===== config.mk =====
export PLATFORM = sky130hd
export DESIGN_NAME = sfdp_parameter_rom
export DESIGN_NICKNAME = d
export VERILOG_FILES = /design/src/rtl/param_rom_pkg.sv /design/src/rtl/sfdp_parameter_rom.sv
export SDC_FILE = /design/constraint.sdc
export NUM_CORES = 1
export LEC_CHECK = 0
export ABC_AREA = 1
export BUFFER_PORTS_ARGS = -buffer_cell sky130_fd_sc_hd__buf_2
export CORE_UTILIZATION = 42
export CTS_CLUSTER_SIZE = 30
export DETAILED_ROUTE_END_ITERATION = 8
export PLACE_DENSITY = 0.77
export SLEW_MARGIN = 15
export SYNTH_ARGS = -nofsm -noshare
export SYNTH_HDL_FRONTEND = slang
export SYNTH_SLANG_ARGS = --single-unit

===== constraint.sdc =====
create_clock -name clk_i -period 2.2 [get_ports clk_i]
set_input_delay 0.44 -clock clk_i [delete_from_list [all_inputs] [get_ports clk_i]]
set_output_delay 0.44 -clock clk_i [all_outputs]
set_load 0.005 [all_outputs]

===== src/rtl/param_rom_pkg.sv =====
// package: offsets, field layouts and fixed contents of the parameter store
package param_rom_pkg;

    // ******************************************************************
    // bus register map (byte addresses, one aligned word each)
    // ******************************************************************
    localparam logic [7:0] ADDR_PTR_OFS  = 8'h00;  // byte pointer
    localparam logic [7:0] DATA_OFS      = 8'h04;  // data at pointer
    localparam logic [7:0] WIN_OFS       = 8'h08;  // aligned dword at ptr
    localparam logic [7:0] STAT_OFS      = 8'h0C;  // status / last access
    localparam logic [7:0] CTRL_OFS      = 8'h10;  // auto-increment control
    localparam logic [7:0] PTR_RST       = 8'h00;
    localparam int         CTRL_AUTOINC  = 0;
    localparam logic [7:0] UNMAPPED_BYTE = 8'hFF;

    // ******************************************************************
    // store contents
    // ******************************************************************
    localparam logic [7:0] VENDOR_ID     = 8'h5A;  // value is arbitrary
    localparam logic [7:0] ADR_SMAP_ID_L = 8'h10;
    localparam logic [7:0] ADR_SMAP_MIN  = 8'h11;
    localparam logic [7:0] ADR_SMAP_MAJ  = 8'h12;
    localparam logic [7:0] ADR_SMAP_LEN  = 8'h13;
    localparam logic [7:0] ADR_SMAP_P0   = 8'h14;
    localparam logic [7:0] ADR_SMAP_P1   = 8'h15;
    localparam logic [7:0] ADR_SMAP_P2   = 8'h16;
    localparam logic [7:0] ADR_SMAP_ID_H = 8'h17;
    localparam logic [7:0] ADR_VND_ID    = 8'h18;
    localparam logic [7:0] ADR_VND_MIN   = 8'h19;
    localparam logic [7:0] ADR_VND_MAJ   = 8'h1A;
    localparam logic [7:0] ADR_VND_LEN   = 8'h1B;
    localparam logic [7:0] ADR_VND_P0    = 8'h1C;
    localparam logic [7:0] ADR_VND_P1    = 8'h1D;
    localparam logic [7:0] ADR_VND_P2    = 8'h1E;
    localparam logic [7:0] ADR_VND_BANK  = 8'h1F;
    localparam logic [7:0] ADR_FPT_B0    = 8'h30;
    localparam logic [7:0] ADR_FPT_B1    = 8'h31;

    localparam logic [7:0] SMAP_ID_L     = 8'h81;
    localparam logic [7:0] SMAP_MIN      = 8'h00;
    localparam logic [7:0] SMAP_MAJ      = 8'h01;
    localparam logic [7:0] SMAP_LEN      = 8'h06;
    localparam logic [23:0] SMAP_TABLE_START_POINTER = 24'h000100;
    localparam logic [7:0] SMAP_ID_H     = 8'hFF;
    localparam logic [7:0] VND_MIN       = 8'h00;
    localparam logic [7:0] VND_MAJ       = 8'h01;
    localparam logic [7:0] VND_LEN       = 8'h18;
    localparam logic [23:0] VND_TABLE_START_POINTER  = 24'h000200;
    localparam logic [7:0] VND_BANK      = 8'h01;

    // first flash-parameter byte fields
    localparam logic [1:0] ERASE_4K_AVAIL = 2'b01;
    localparam logic       WR_GRAN_64     = 1'b1;
    localparam logic       STATUS_VOLAT   = 1'b1;
    localparam logic       WREN_SEL_06    = 1'b1;
    localparam logic [2:0] FPT_UNUSED     = 3'b111;
    localparam logic [7:0] ERASE_4K_OPC   = 8'h20;
    localparam logic [7:0] WREN_OPC_50    = 8'h50;
    localparam logic [7:0] WREN_OPC_06    = 8'h06;

    typedef struct packed {
        logic [2:0] unused;
        logic       wren_sel;
        logic       status_volatile;
        logic       write_gran;
        logic [1:0] erase_size;
    } fpt_byte0_t;

    localparam fpt_byte0_t FPT_BYTE0 = '{
        unused:          FPT_UNUSED,
        wren_sel:        WREN_SEL_06,
        status_volatile: STATUS_VOLAT,
        write_gran:      WR_GRAN_64,
        erase_size:      ERASE_4K_AVAIL
    };

    typedef struct packed {
        logic       valid;
        logic [7:0] data;
    } rom_rd_t;

endpackage


===== src/rtl/sfdp_parameter_rom.sv =====
// fixed discoverable-parameter store with a classic wishbone slave
`timescale 1ns/1ps

// Behaviour
// - byte 13H returns 06H, sector-map table length in dwords
// - bytes 14H-16H return 00H 01H 00H, sector-map table pointer
// - byte 17H returns FFH, sector-map identifier high byte
// - byte 18H returns the vendor identification code
// - bytes 19H and 1AH return 00H and 01H, vendor table revision
// - byte 1BH returns 18H, vendor table length in dwords
// - bytes 1CH-1EH return 00H 02H 00H, vendor table pointer
// - byte 1FH returns 01H, vendor bank number indicator
// - byte 30H returns FDH; low bits 01 mean 4 KByte erase available
// - byte 30H bit 2 set: program buffer of at least 64 bytes
// - byte 30H bit 3 set: status bits are volatile
// - byte 30H bit 4 set: host uses 06H write enable, else 50H
// - byte 30H bits 7 to 5 always read 111b
// - byte 31H returns 20H, the 4 KByte erase opcode
// - bytes 10H-12H return 81H, 00H and 01H
module sfdp_parameter_rom
    import param_rom_pkg::*;
(
    input  wire logic        clk_i,       // 100 MHz system clock
    input  wire logic        rst_i,       // synchronous reset, active high
    input  wire logic        wb_cyc_i,    // bus cycle
    input  wire logic        wb_stb_i,    // strobe
    input  wire logic        wb_we_i,     // write enable
    input  wire logic [7:0]  wb_adr_i,    // byte address
    input  wire logic [3:0]  wb_sel_i,    // byte enables
    input  wire logic [31:0] wb_dat_i,    // write data
    output logic      [31:0] wb_dat_o,    // read data, registered
    output logic             wb_ack_o,    // acknowledge
    output logic      [7:0]  wren_opc_o   // write-enable opcode host must use
);

    // ******************************************************************
    // content lookup
    // ******************************************************************
    // the table is a pure function of address; nothing stores it, so no
    // program, erase or status write can ever alter what reads return
    function automatic rom_rd_t rom_lookup(input logic [7:0] a);
        rom_rd_t r;
        r.valid = 1'b1;
        r.data  = UNMAPPED_BYTE;
        case (a)
            // sector-map header, identifier low byte
            ADR_SMAP_ID_L: begin
                r.data = SMAP_ID_L;
            end

            // sector-map header, minor revision
            ADR_SMAP_MIN: begin
                r.data = SMAP_MIN;
            end

            // sector-map header, major revision
            ADR_SMAP_MAJ: begin
                r.data = SMAP_MAJ;
            end

            // sector-map table length in dwords
            ADR_SMAP_LEN: begin
                r.data = SMAP_LEN;
            end

            // sector-map table start, least significant byte first
            ADR_SMAP_P0: begin
                r.data = SMAP_TABLE_START_POINTER[7:0];
            end

            ADR_SMAP_P1: begin
                r.data = SMAP_TABLE_START_POINTER[15:8];
            end

            ADR_SMAP_P2: begin
                r.data = SMAP_TABLE_START_POINTER[23:16];
            end

            // sector-map identifier high byte
            ADR_SMAP_ID_H: begin
                r.data = SMAP_ID_H;
            end

            // vendor header: maker code marks it vendor-specified
            ADR_VND_ID: begin
                r.data = VENDOR_ID;
            end

            // vendor table revision, minor then major
            ADR_VND_MIN: begin
                r.data = VND_MIN;
            end

            ADR_VND_MAJ: begin
                r.data = VND_MAJ;
            end

            // vendor table length in dwords
            ADR_VND_LEN: begin
                r.data = VND_LEN;
            end

            // vendor table start, least significant byte first
            ADR_VND_P0: begin
                r.data = VND_TABLE_START_POINTER[7:0];
            end

            ADR_VND_P1: begin
                r.data = VND_TABLE_START_POINTER[15:8];
            end

            ADR_VND_P2: begin
                r.data = VND_TABLE_START_POINTER[23:16];
            end

            // vendor bank number indicator
            ADR_VND_BANK: begin
                r.data = VND_BANK;
            end

            // erase size, write granularity, status kind, opcode select
            ADR_FPT_B0: begin
                r.data = FPT_BYTE0;
            end

            // opcode the host sends for a 4 KByte erase
            ADR_FPT_B1: begin
                r.data = ERASE_4K_OPC;
            end

            // outside this table: bytes read as erased
            default: begin
                r.valid = 1'b0;
            end
        endcase
        return r;
    endfunction

    // opcode the host must send before a volatile status write; while the
    // status bits are nonvolatile the select bit means nothing
    function automatic logic [7:0] wren_pick(input fpt_byte0_t b);
        logic [7:0] o;
        o = WREN_OPC_50;
        case ({b.status_volatile, b.wren_sel})
            2'h3: begin
                o = WREN_OPC_06;
            end

            2'h2: begin
                o = WREN_OPC_50;
            end

            default: begin
                o = WREN_OPC_50;
            end
        endcase
        return o;
    endfunction

    // ******************************************************************
    // bus slave state
    // ******************************************************************
    logic [7:0] ptr_q;
    logic [7:0] ptr_d;
    logic       autoinc_q;
    logic       last_miss_q;
    logic       ack_q;
    logic [31:0] rdat_q;
    logic [31:0] rdat_d;
    logic       req;
    logic       wr_ptr;
    logic       rd_data;
    rom_rd_t    cur;
    rom_rd_t    win [4];
    logic [7:0] win_base;

    // ******************************************************************
    // register write decode
    // ******************************************************************
    // a fresh write aimed at one offset with the low lane enabled; the
    // upper lanes carry nothing for any register of this block
    function automatic logic reg_wr(input logic [7:0] ofs);
        return req && wb_we_i && (wb_adr_i == ofs) && wb_sel_i[0];
    endfunction

    // single-cycle answer; ack drops the cycle after it was given
    assign req      = wb_cyc_i && wb_stb_i && !ack_q;
    assign wr_ptr   = reg_wr(ADDR_PTR_OFS);
    assign rd_data  = req && !wb_we_i && wb_adr_i == DATA_OFS;
    assign cur      = rom_lookup(ptr_q);
    assign win_base = {ptr_q[7:2], 2'b00};

    genvar g;
    generate
        for (g = 0; g < 4; g++) begin : g_win
            assign win[g] = rom_lookup(win_base | 8'(g));
        end
    endgenerate

    always_ff @(posedge clk_i) begin
        if (rst_i) begin
            ack_q <= 1'b0;
        end else begin
            ack_q <= req;
        end
    end

    // ******************************************************************
    // pointer and control
    // ******************************************************************
    always_comb begin
        ptr_d = ptr_q;
        if (wr_ptr) begin
            ptr_d = wb_dat_i[7:0];
        end else if (rd_data && autoinc_q) begin
            ptr_d = ptr_q + 8'h01;
        end
    end

    always_ff @(posedge clk_i) begin
        if (rst_i) begin
            ptr_q <= PTR_RST;
        end else begin
            ptr_q <= ptr_d;
        end
    end

    always_ff @(posedge clk_i) begin
        if (rst_i) begin
            autoinc_q <= 1'b0;
        end else if (reg_wr(CTRL_OFS)) begin
            autoinc_q <= wb_dat_i[CTRL_AUTOINC];
        end
    end

    // sticky miss flag: a new miss wins over the clear in the same cycle
    always_ff @(posedge clk_i) begin
        if (rst_i) begin
            last_miss_q <= 1'b0;
        end else if (rd_data && !cur.valid) begin
            last_miss_q <= 1'b1;
        end else if (reg_wr(STAT_OFS)) begin
            last_miss_q <= 1'b0;
        end
    end

    // ******************************************************************
    // read data
    // ******************************************************************
    // writes to data/window offsets are ignored: the store is read-only
    always_comb begin
        rdat_d = 32'h0000_0000;
        case (wb_adr_i)
            // pointer read back
            ADDR_PTR_OFS: begin
                rdat_d = {24'h00_0000, ptr_q};
            end

            // byte at the pointer in the low lane
            DATA_OFS: begin
                rdat_d = {24'h00_0000, cur.data};
            end

            // aligned dword holding the pointer, lowest byte in lane 0
            WIN_OFS: begin
                rdat_d = {win[3].data,
                          win[2].data,
                          win[1].data,
                          win[0].data};
            end

            // sticky miss and validity of the current pointer
            STAT_OFS: begin
                rdat_d = {30'h0000_0000, last_miss_q, cur.valid};
            end

            CTRL_OFS: begin
                rdat_d = {31'h0000_0000, autoinc_q};
            end

            // unmapped offsets read zero
            default: begin
                rdat_d = 32'h0000_0000;
            end
        endcase
    end

    always_ff @(posedge clk_i) begin
        if (rst_i) begin
            rdat_q <= 32'h0000_0000;
        end else if (req && !wb_we_i) begin
            rdat_q <= rdat_d;
        end
    end

    // host picks its volatile-status write-enable opcode from this bit
    always_ff @(posedge clk_i) begin
        if (rst_i) begin
            wren_opc_o <= WREN_OPC_50;
        end else begin
            wren_opc_o <= wren_pick(FPT_BYTE0);
        end
    end

    assign wb_ack_o = ack_q;
    assign wb_dat_o = rdat_q;

endmodule


# Word-level counts from Yosys, hierarchy flattened

Cells that the tools add are included.

Word-level logic and storage cells: 70
Bits in read-only memories: 0
Input port bits: 49
Latch bits: 0
Memory bits (writable): 0
Flip-flop bits (word level): 50
Memories: 0
Output and inout bits: 41

Divide/modulo/power cells: 0
Mux-type cells: 12
Bitwise gates (word level): 0
Shifts and indexed selects: 0
Reduce and logical (&&, ||, !) cells: 24
Eq/ne operators: 27
$lt $le $gt $ge: 0
Add/sub/neg operators: 1
Multiply operators: 0

Operators with widths:

| operator                                             | count |
|---|---|
| one-hot mux 32 bit (5 select lines)                  | 1 |
| equality test 8 x 5 -> 1 bit (second input constant) | 17 |
| one-hot mux 8 bit (9 select lines)                   | 1 |
| one-hot mux 8 bit (4 select lines)                   | 2 |
| equality test 6 x 3 -> 1 bit (second input constant) | 4 |
| one-hot mux 8 bit (3 select lines)                   | 1 |
| OR reduction 18 bit                                  | 1 |
| equality test 8 x 4 -> 1 bit (second input constant) | 2 |
| equality test 8 x 6 -> 1 bit (second input constant) | 2 |
| two-way mux 8 bit                                    | 2 |
| one-hot mux 8 bit (2 select lines)                   | 1 |
| logical AND 1 bit                                    | 13 |
| adder 8 x 1 -> 8 bit (second input constant)         | 1 |
| equality test 8 x 3 -> 1 bit (second input constant) | 1 |
| logical NOT 8 bit                                    | 1 |
| two-way mux 7 bit                                    | 1 |
| equality test 6 x 4 -> 1 bit (second input constant) | 1 |
| OR reduction 6 bit                                   | 1 |
| nonzero test 2 bit                                   | 2 |
| OR reduction 2 bit                                   | 2 |
| OR reduction 4 bit                                   | 1 |
| logical NOT 1 bit                                    | 3 |
| two-way mux 1 bit                                    | 3 |

# Depth between registers and ports, before layout

Depth after elaboration: 7
Mapped depth: 15

# Worst setup path after synthesis

No wires, ideal clock.

Kind: reg2reg
Start: reg ptr_q[0]
End: reg rdat_q[3] (netlist: wb_dat_o[3])
Arrival time: 1,515 ps
Library setup time: 68 ps
Setup slack: 616 ps
Data required time: 2,132 ps
Stages on the path, launching flop included: 14
Cells stage by stage: dfxtp_1 inv_1 ha_1 inv_1 nand2_1 nand4_1 nand2_1 nor2_2 nand3_2 nand2_2 nand2_2 nand3_1 nand2_1 a21oi_2

Longest elaborated chain between the ends: 4
Elaborated cells on any way between the ends: 21
Those cells by class: eq/ne: 17; mux: 2; reduce/logical: 2

Ends and longest elaborated chain:

| item                                                                      | RTL line                  | RTL |
|---|---|---|
| start, declared                                                           | sfdp_parameter_rom.sv:163 | `logic [7:0] ptr_q;` |
| start signal, assigned                                                    | sfdp_parameter_rom.sv:224 | `ptr_q <= ptr_d;` |
| equality test 8 x 5 -> 1 bit                                              | sfdp_parameter_rom.sv:45  | `case (a)` |
| OR reduction 6 bit (no source line) or OR reduction 4 bit (tied branches) | -                         |  |
| one-hot mux 8 bit (9 select lines) (*)                                    | sfdp_parameter_rom.sv:45  |  |
| one-hot mux 32 bit (5 select lines) (*)                                   | sfdp_parameter_rom.sv:253 | `case (wb_adr_i)` |
| end signal, assigned                                                      | sfdp_parameter_rom.sv:292 | `rdat_q <= rdat_d;` |
| end, declared                                                             | sfdp_parameter_rom.sv:168 | `logic [31:0] rdat_q;` |

Mark *: on every way between the ends. The rest lies on a longest branch, timed or not.
A chain may end at the register's enable or synchronous reset.

# Final worst setup path

Start: reg ptr_q[0]
End: reg rdat_q[7] (netlist: wb_dat_o[7])

The elaborated chain is that of the path after synthesis.

==> flow_summary.toml <==
[status]
status = "finished, final reports clean"

[die]
start_util_pct = 45.10
die_x_um = 74.39
dieArea_mm2 = 0.005534
die_h_um = 74.39
rows = 25
core_area_mm2 = 0.004880
io-pin-count = 90

[synth]
yosys.area.top_type_share_pct = 28.20
synth-main-ff-cell = "dfxtp_1"
ys_warn_count = 0
ys_ff_latch = 31
synth.top_cells.by_count = "nand2_1, dfxtp_1, nor2_1"
yosysUniqueCellTypes = 36
synth.avg_cell_area_um2 = 6.609
synth.most_common_cell = "nand2_1"
yosys-top-cells-area = "dfxtp_1, nand2_1, buf_4, nor2_1, nand3_1"
synth_cells = 333
synth_edf_count = 0
synth_area_leader_cell = "dfxtp_1"
synth.yosys.seq_area_share_pct = 28.20
async_flop_share_pct = 0
netlist_area_mm2 = 0.002201

[setup_path]
cp_common_cell = "nand2_1"
slowest_stage = "dfxtp_1"
start_kind = "register"
reg2reg_depth = 13
arrival_ns = 2.12
r2r_end = "wb_dat_o[7]"
crit_required_ns = 2.42
cpPeakStageDelay_ns = 0.40
cp.buffers_inverters = 2
cp_top_family = "simple AND/OR/NAND/NOR gates"
path_cells = "inv_1, ha_1, inv_1, nand2_1, nand4_1, nand2_1, nor2_2, nand3_2, nand2_1, nand2_1, nand3_1, nand2_1, a21oi_1"
cp_num_cells = 13
worstSetupPathType = "reg -> reg"
cp-startpoint = "ptr_q[0]"
r2r-start = "ptr_q[0]"
cp_max_fo = 5
r2r_slack_ns = 0.30
cp-endpoint = "wb_dat_o[7]"
critPathCaptureType = "register"

[grt]
antenna_found_initial = 0
grt_usage_pct = 21.48
grt_overflow = 0
grt_pass1_vias = 2040
grt_first_pass_wirelength_um = 9039
grt_max_degree = 20

[cts]
cts_buffers = 5
cts-hold-fix-buffers = 0
ctsHtreeMaxLevel = 2
cts.sinks = 31
post_cts_buffers = 0
clockBufferDepth = 2
cts_tree = "built"
cts_resized = 0
clk_latency_ns = 0.29
cts_root_buffer = "clkbuf_8"
clk_pin_slew_worst_paths_ns = 0.07

[route]
wl_met3_um = 242
viasPerCell = 4.924
vias = 2191
dr.first_iter.drc_count = 115
remaining_drc_errors = 0
drt_pre_antenna_iters = 4
wl_per_cell_um = 12.06
postRouteAntennaNets = 0
met2_length_um = 2444
drt_wl_total_um = 5365
highest_layer = "met4"
met1_length_um = 2528

[timing]
final_hold_viol_count = 0
finalSetupViolCount = 0
hold_slack_ns = 0.3920
drv_slew = 0
tns_ns = 0
rsz0062_at_grt = "false"
finalCritPeriodShare_pct = 86.54
period_minus_slack_ns = 1.904
finClkSkew_ns = 0.003214
fmax_ghz = 0.5252

[placement]
port_buffers = 58
dp_hpwl_um = 4275
place.gp.congestion = 0.9896
placed_cell_area_mm2 = 0.002412

[power]
power_leakage_uw = 0.001160
p_per_area_mw_per_mm2 = 480.8
internal_power_uw = 954.9
p_clk_share_pct = 48.3
p_sw_uw = 263.8
power_frac_seq_pct = 46.4
switching_share_pct = 21.65
max-vdd-ir-drop_mv = 0.2876
pwr-share-comb_pct = 5.3

[cells_and_area]
nets = 430
insertedDiodeCount = 0
finalInstanceArea_mm2 = 0.002535
syn2layout_area_growth_pct = 15.18
drive_above_1_share_pct = 28.84

[run]
cap_violations = 0

[min_path]
min_path_type = "in -> reg"
[flip-flops by register name, indices dropped and copies added (netlist names)]
signal	cells
wren_opc_o	2
autoinc_q	1
wb_ack_o	1
wb_dat_o	18
ptr_q	8
last_miss_q	1
[power groups by stage]
stage	clock (uW)	sequential [uW]	combinational (uW)
after detailed placement	0	578	64.1
after global placement	0	578	63.1
after CTS	599	565	64.1
after global routing	615	566	72.3
after floorplan	0	578	36.6
final	589	565	64.3
[logic make-up (layout without fill, tap and decap cells)]
family                   after synthesis  after routing  share of synthesized area [%]
AND/OR/NAND/NOR                      174            174                          37.98
flip-flops                            31             31                          28.20
AO/OA/AOI/OAI                         56             56                          14.55
buffers and inverters                 63            105                          15.24
XOR/XNOR                               4              4                          1.592
adder cells (fa/ha/maj)                4              4                          2.274
other                                  1              4                         0.1704
[metal layers]
metal / global-route usage (%) / up-vias
met1: 26.98 / 958
li1: - / 1139
met4: 10.90 / 0
met2: 35.54 / 77
met3: 3.388 / 17
met5: 0 / -
[how the worst min path moves through the flow]
stage / startpoint / endpoint / slack, ns / cells after the start
floorplan: last_miss_q / last_miss_q / 0.45 / 2
global placement: wb_dat_o[16] / wb_dat_o[16] / 0.45 / 2
detailed placement: wb_dat_o[8] / wb_dat_o[8] / 0.46 / 2
CTS: rst_i / ptr_q[7] / 0.38 / 2
global route: rst_i / ptr_q[7] / 0.39 / 2
finish: rst_i / ptr_q[7] / 0.39 / 2
[layout make-up]
cell class | instances | area [um^2]
clock inverter | 2 | 35.03
timing repair buffer | 62 | 320.3
clock buffer | 6 | 82.58
tap | 67 | 83.83
fill | 512 | 2345
sequential | 31 | 620.6
inverter | 35 | 131.4
multi-input combinational | 242 | 1261
[layout by cell type, fill, tap and decap left out, types with 4 or more instances in the layout]
cell | Yosys | routed
nand2_1 | 84 | 84
buf_2 | 1 | 58
nor2_1 | 31 | 31
dfxtp_1 | 31 | 31
inv_1 | 27 | 27
nand3_1 | 21 | 21
a21oi_1 | 19 | 19
o21ai_0 | 14 | 14
nand2_2 | 11 | 11
a31oi_1 | 8 | 8
inv_2 | 7 | 7
nor2_2 | 6 | 6
o21ai_1 | 6 | 6
clkbuf_8 | 0 | 6
a21oi_2 | 5 | 5
xor2_1 | 4 | 4
nand4_1 | 4 | 4
ha_1 | 4 | 4
conb_1 | 1 | 4
buf_4 | 22 | 4
[per-stage QoR]
stage               power, uW  worst slack [ns]  util [%]  cells
floorplan               615.0            0.6164         -    336
global placement        640.9            0.2817     49.44    437
detailed placement      642.2            0.2974     49.44    437
CTS                      1228            0.2815     51.85    445
global route             1253           0.04953     51.95    445
finish                   1219            0.2961     51.95    445
Power figures use the tool's default switching activity.
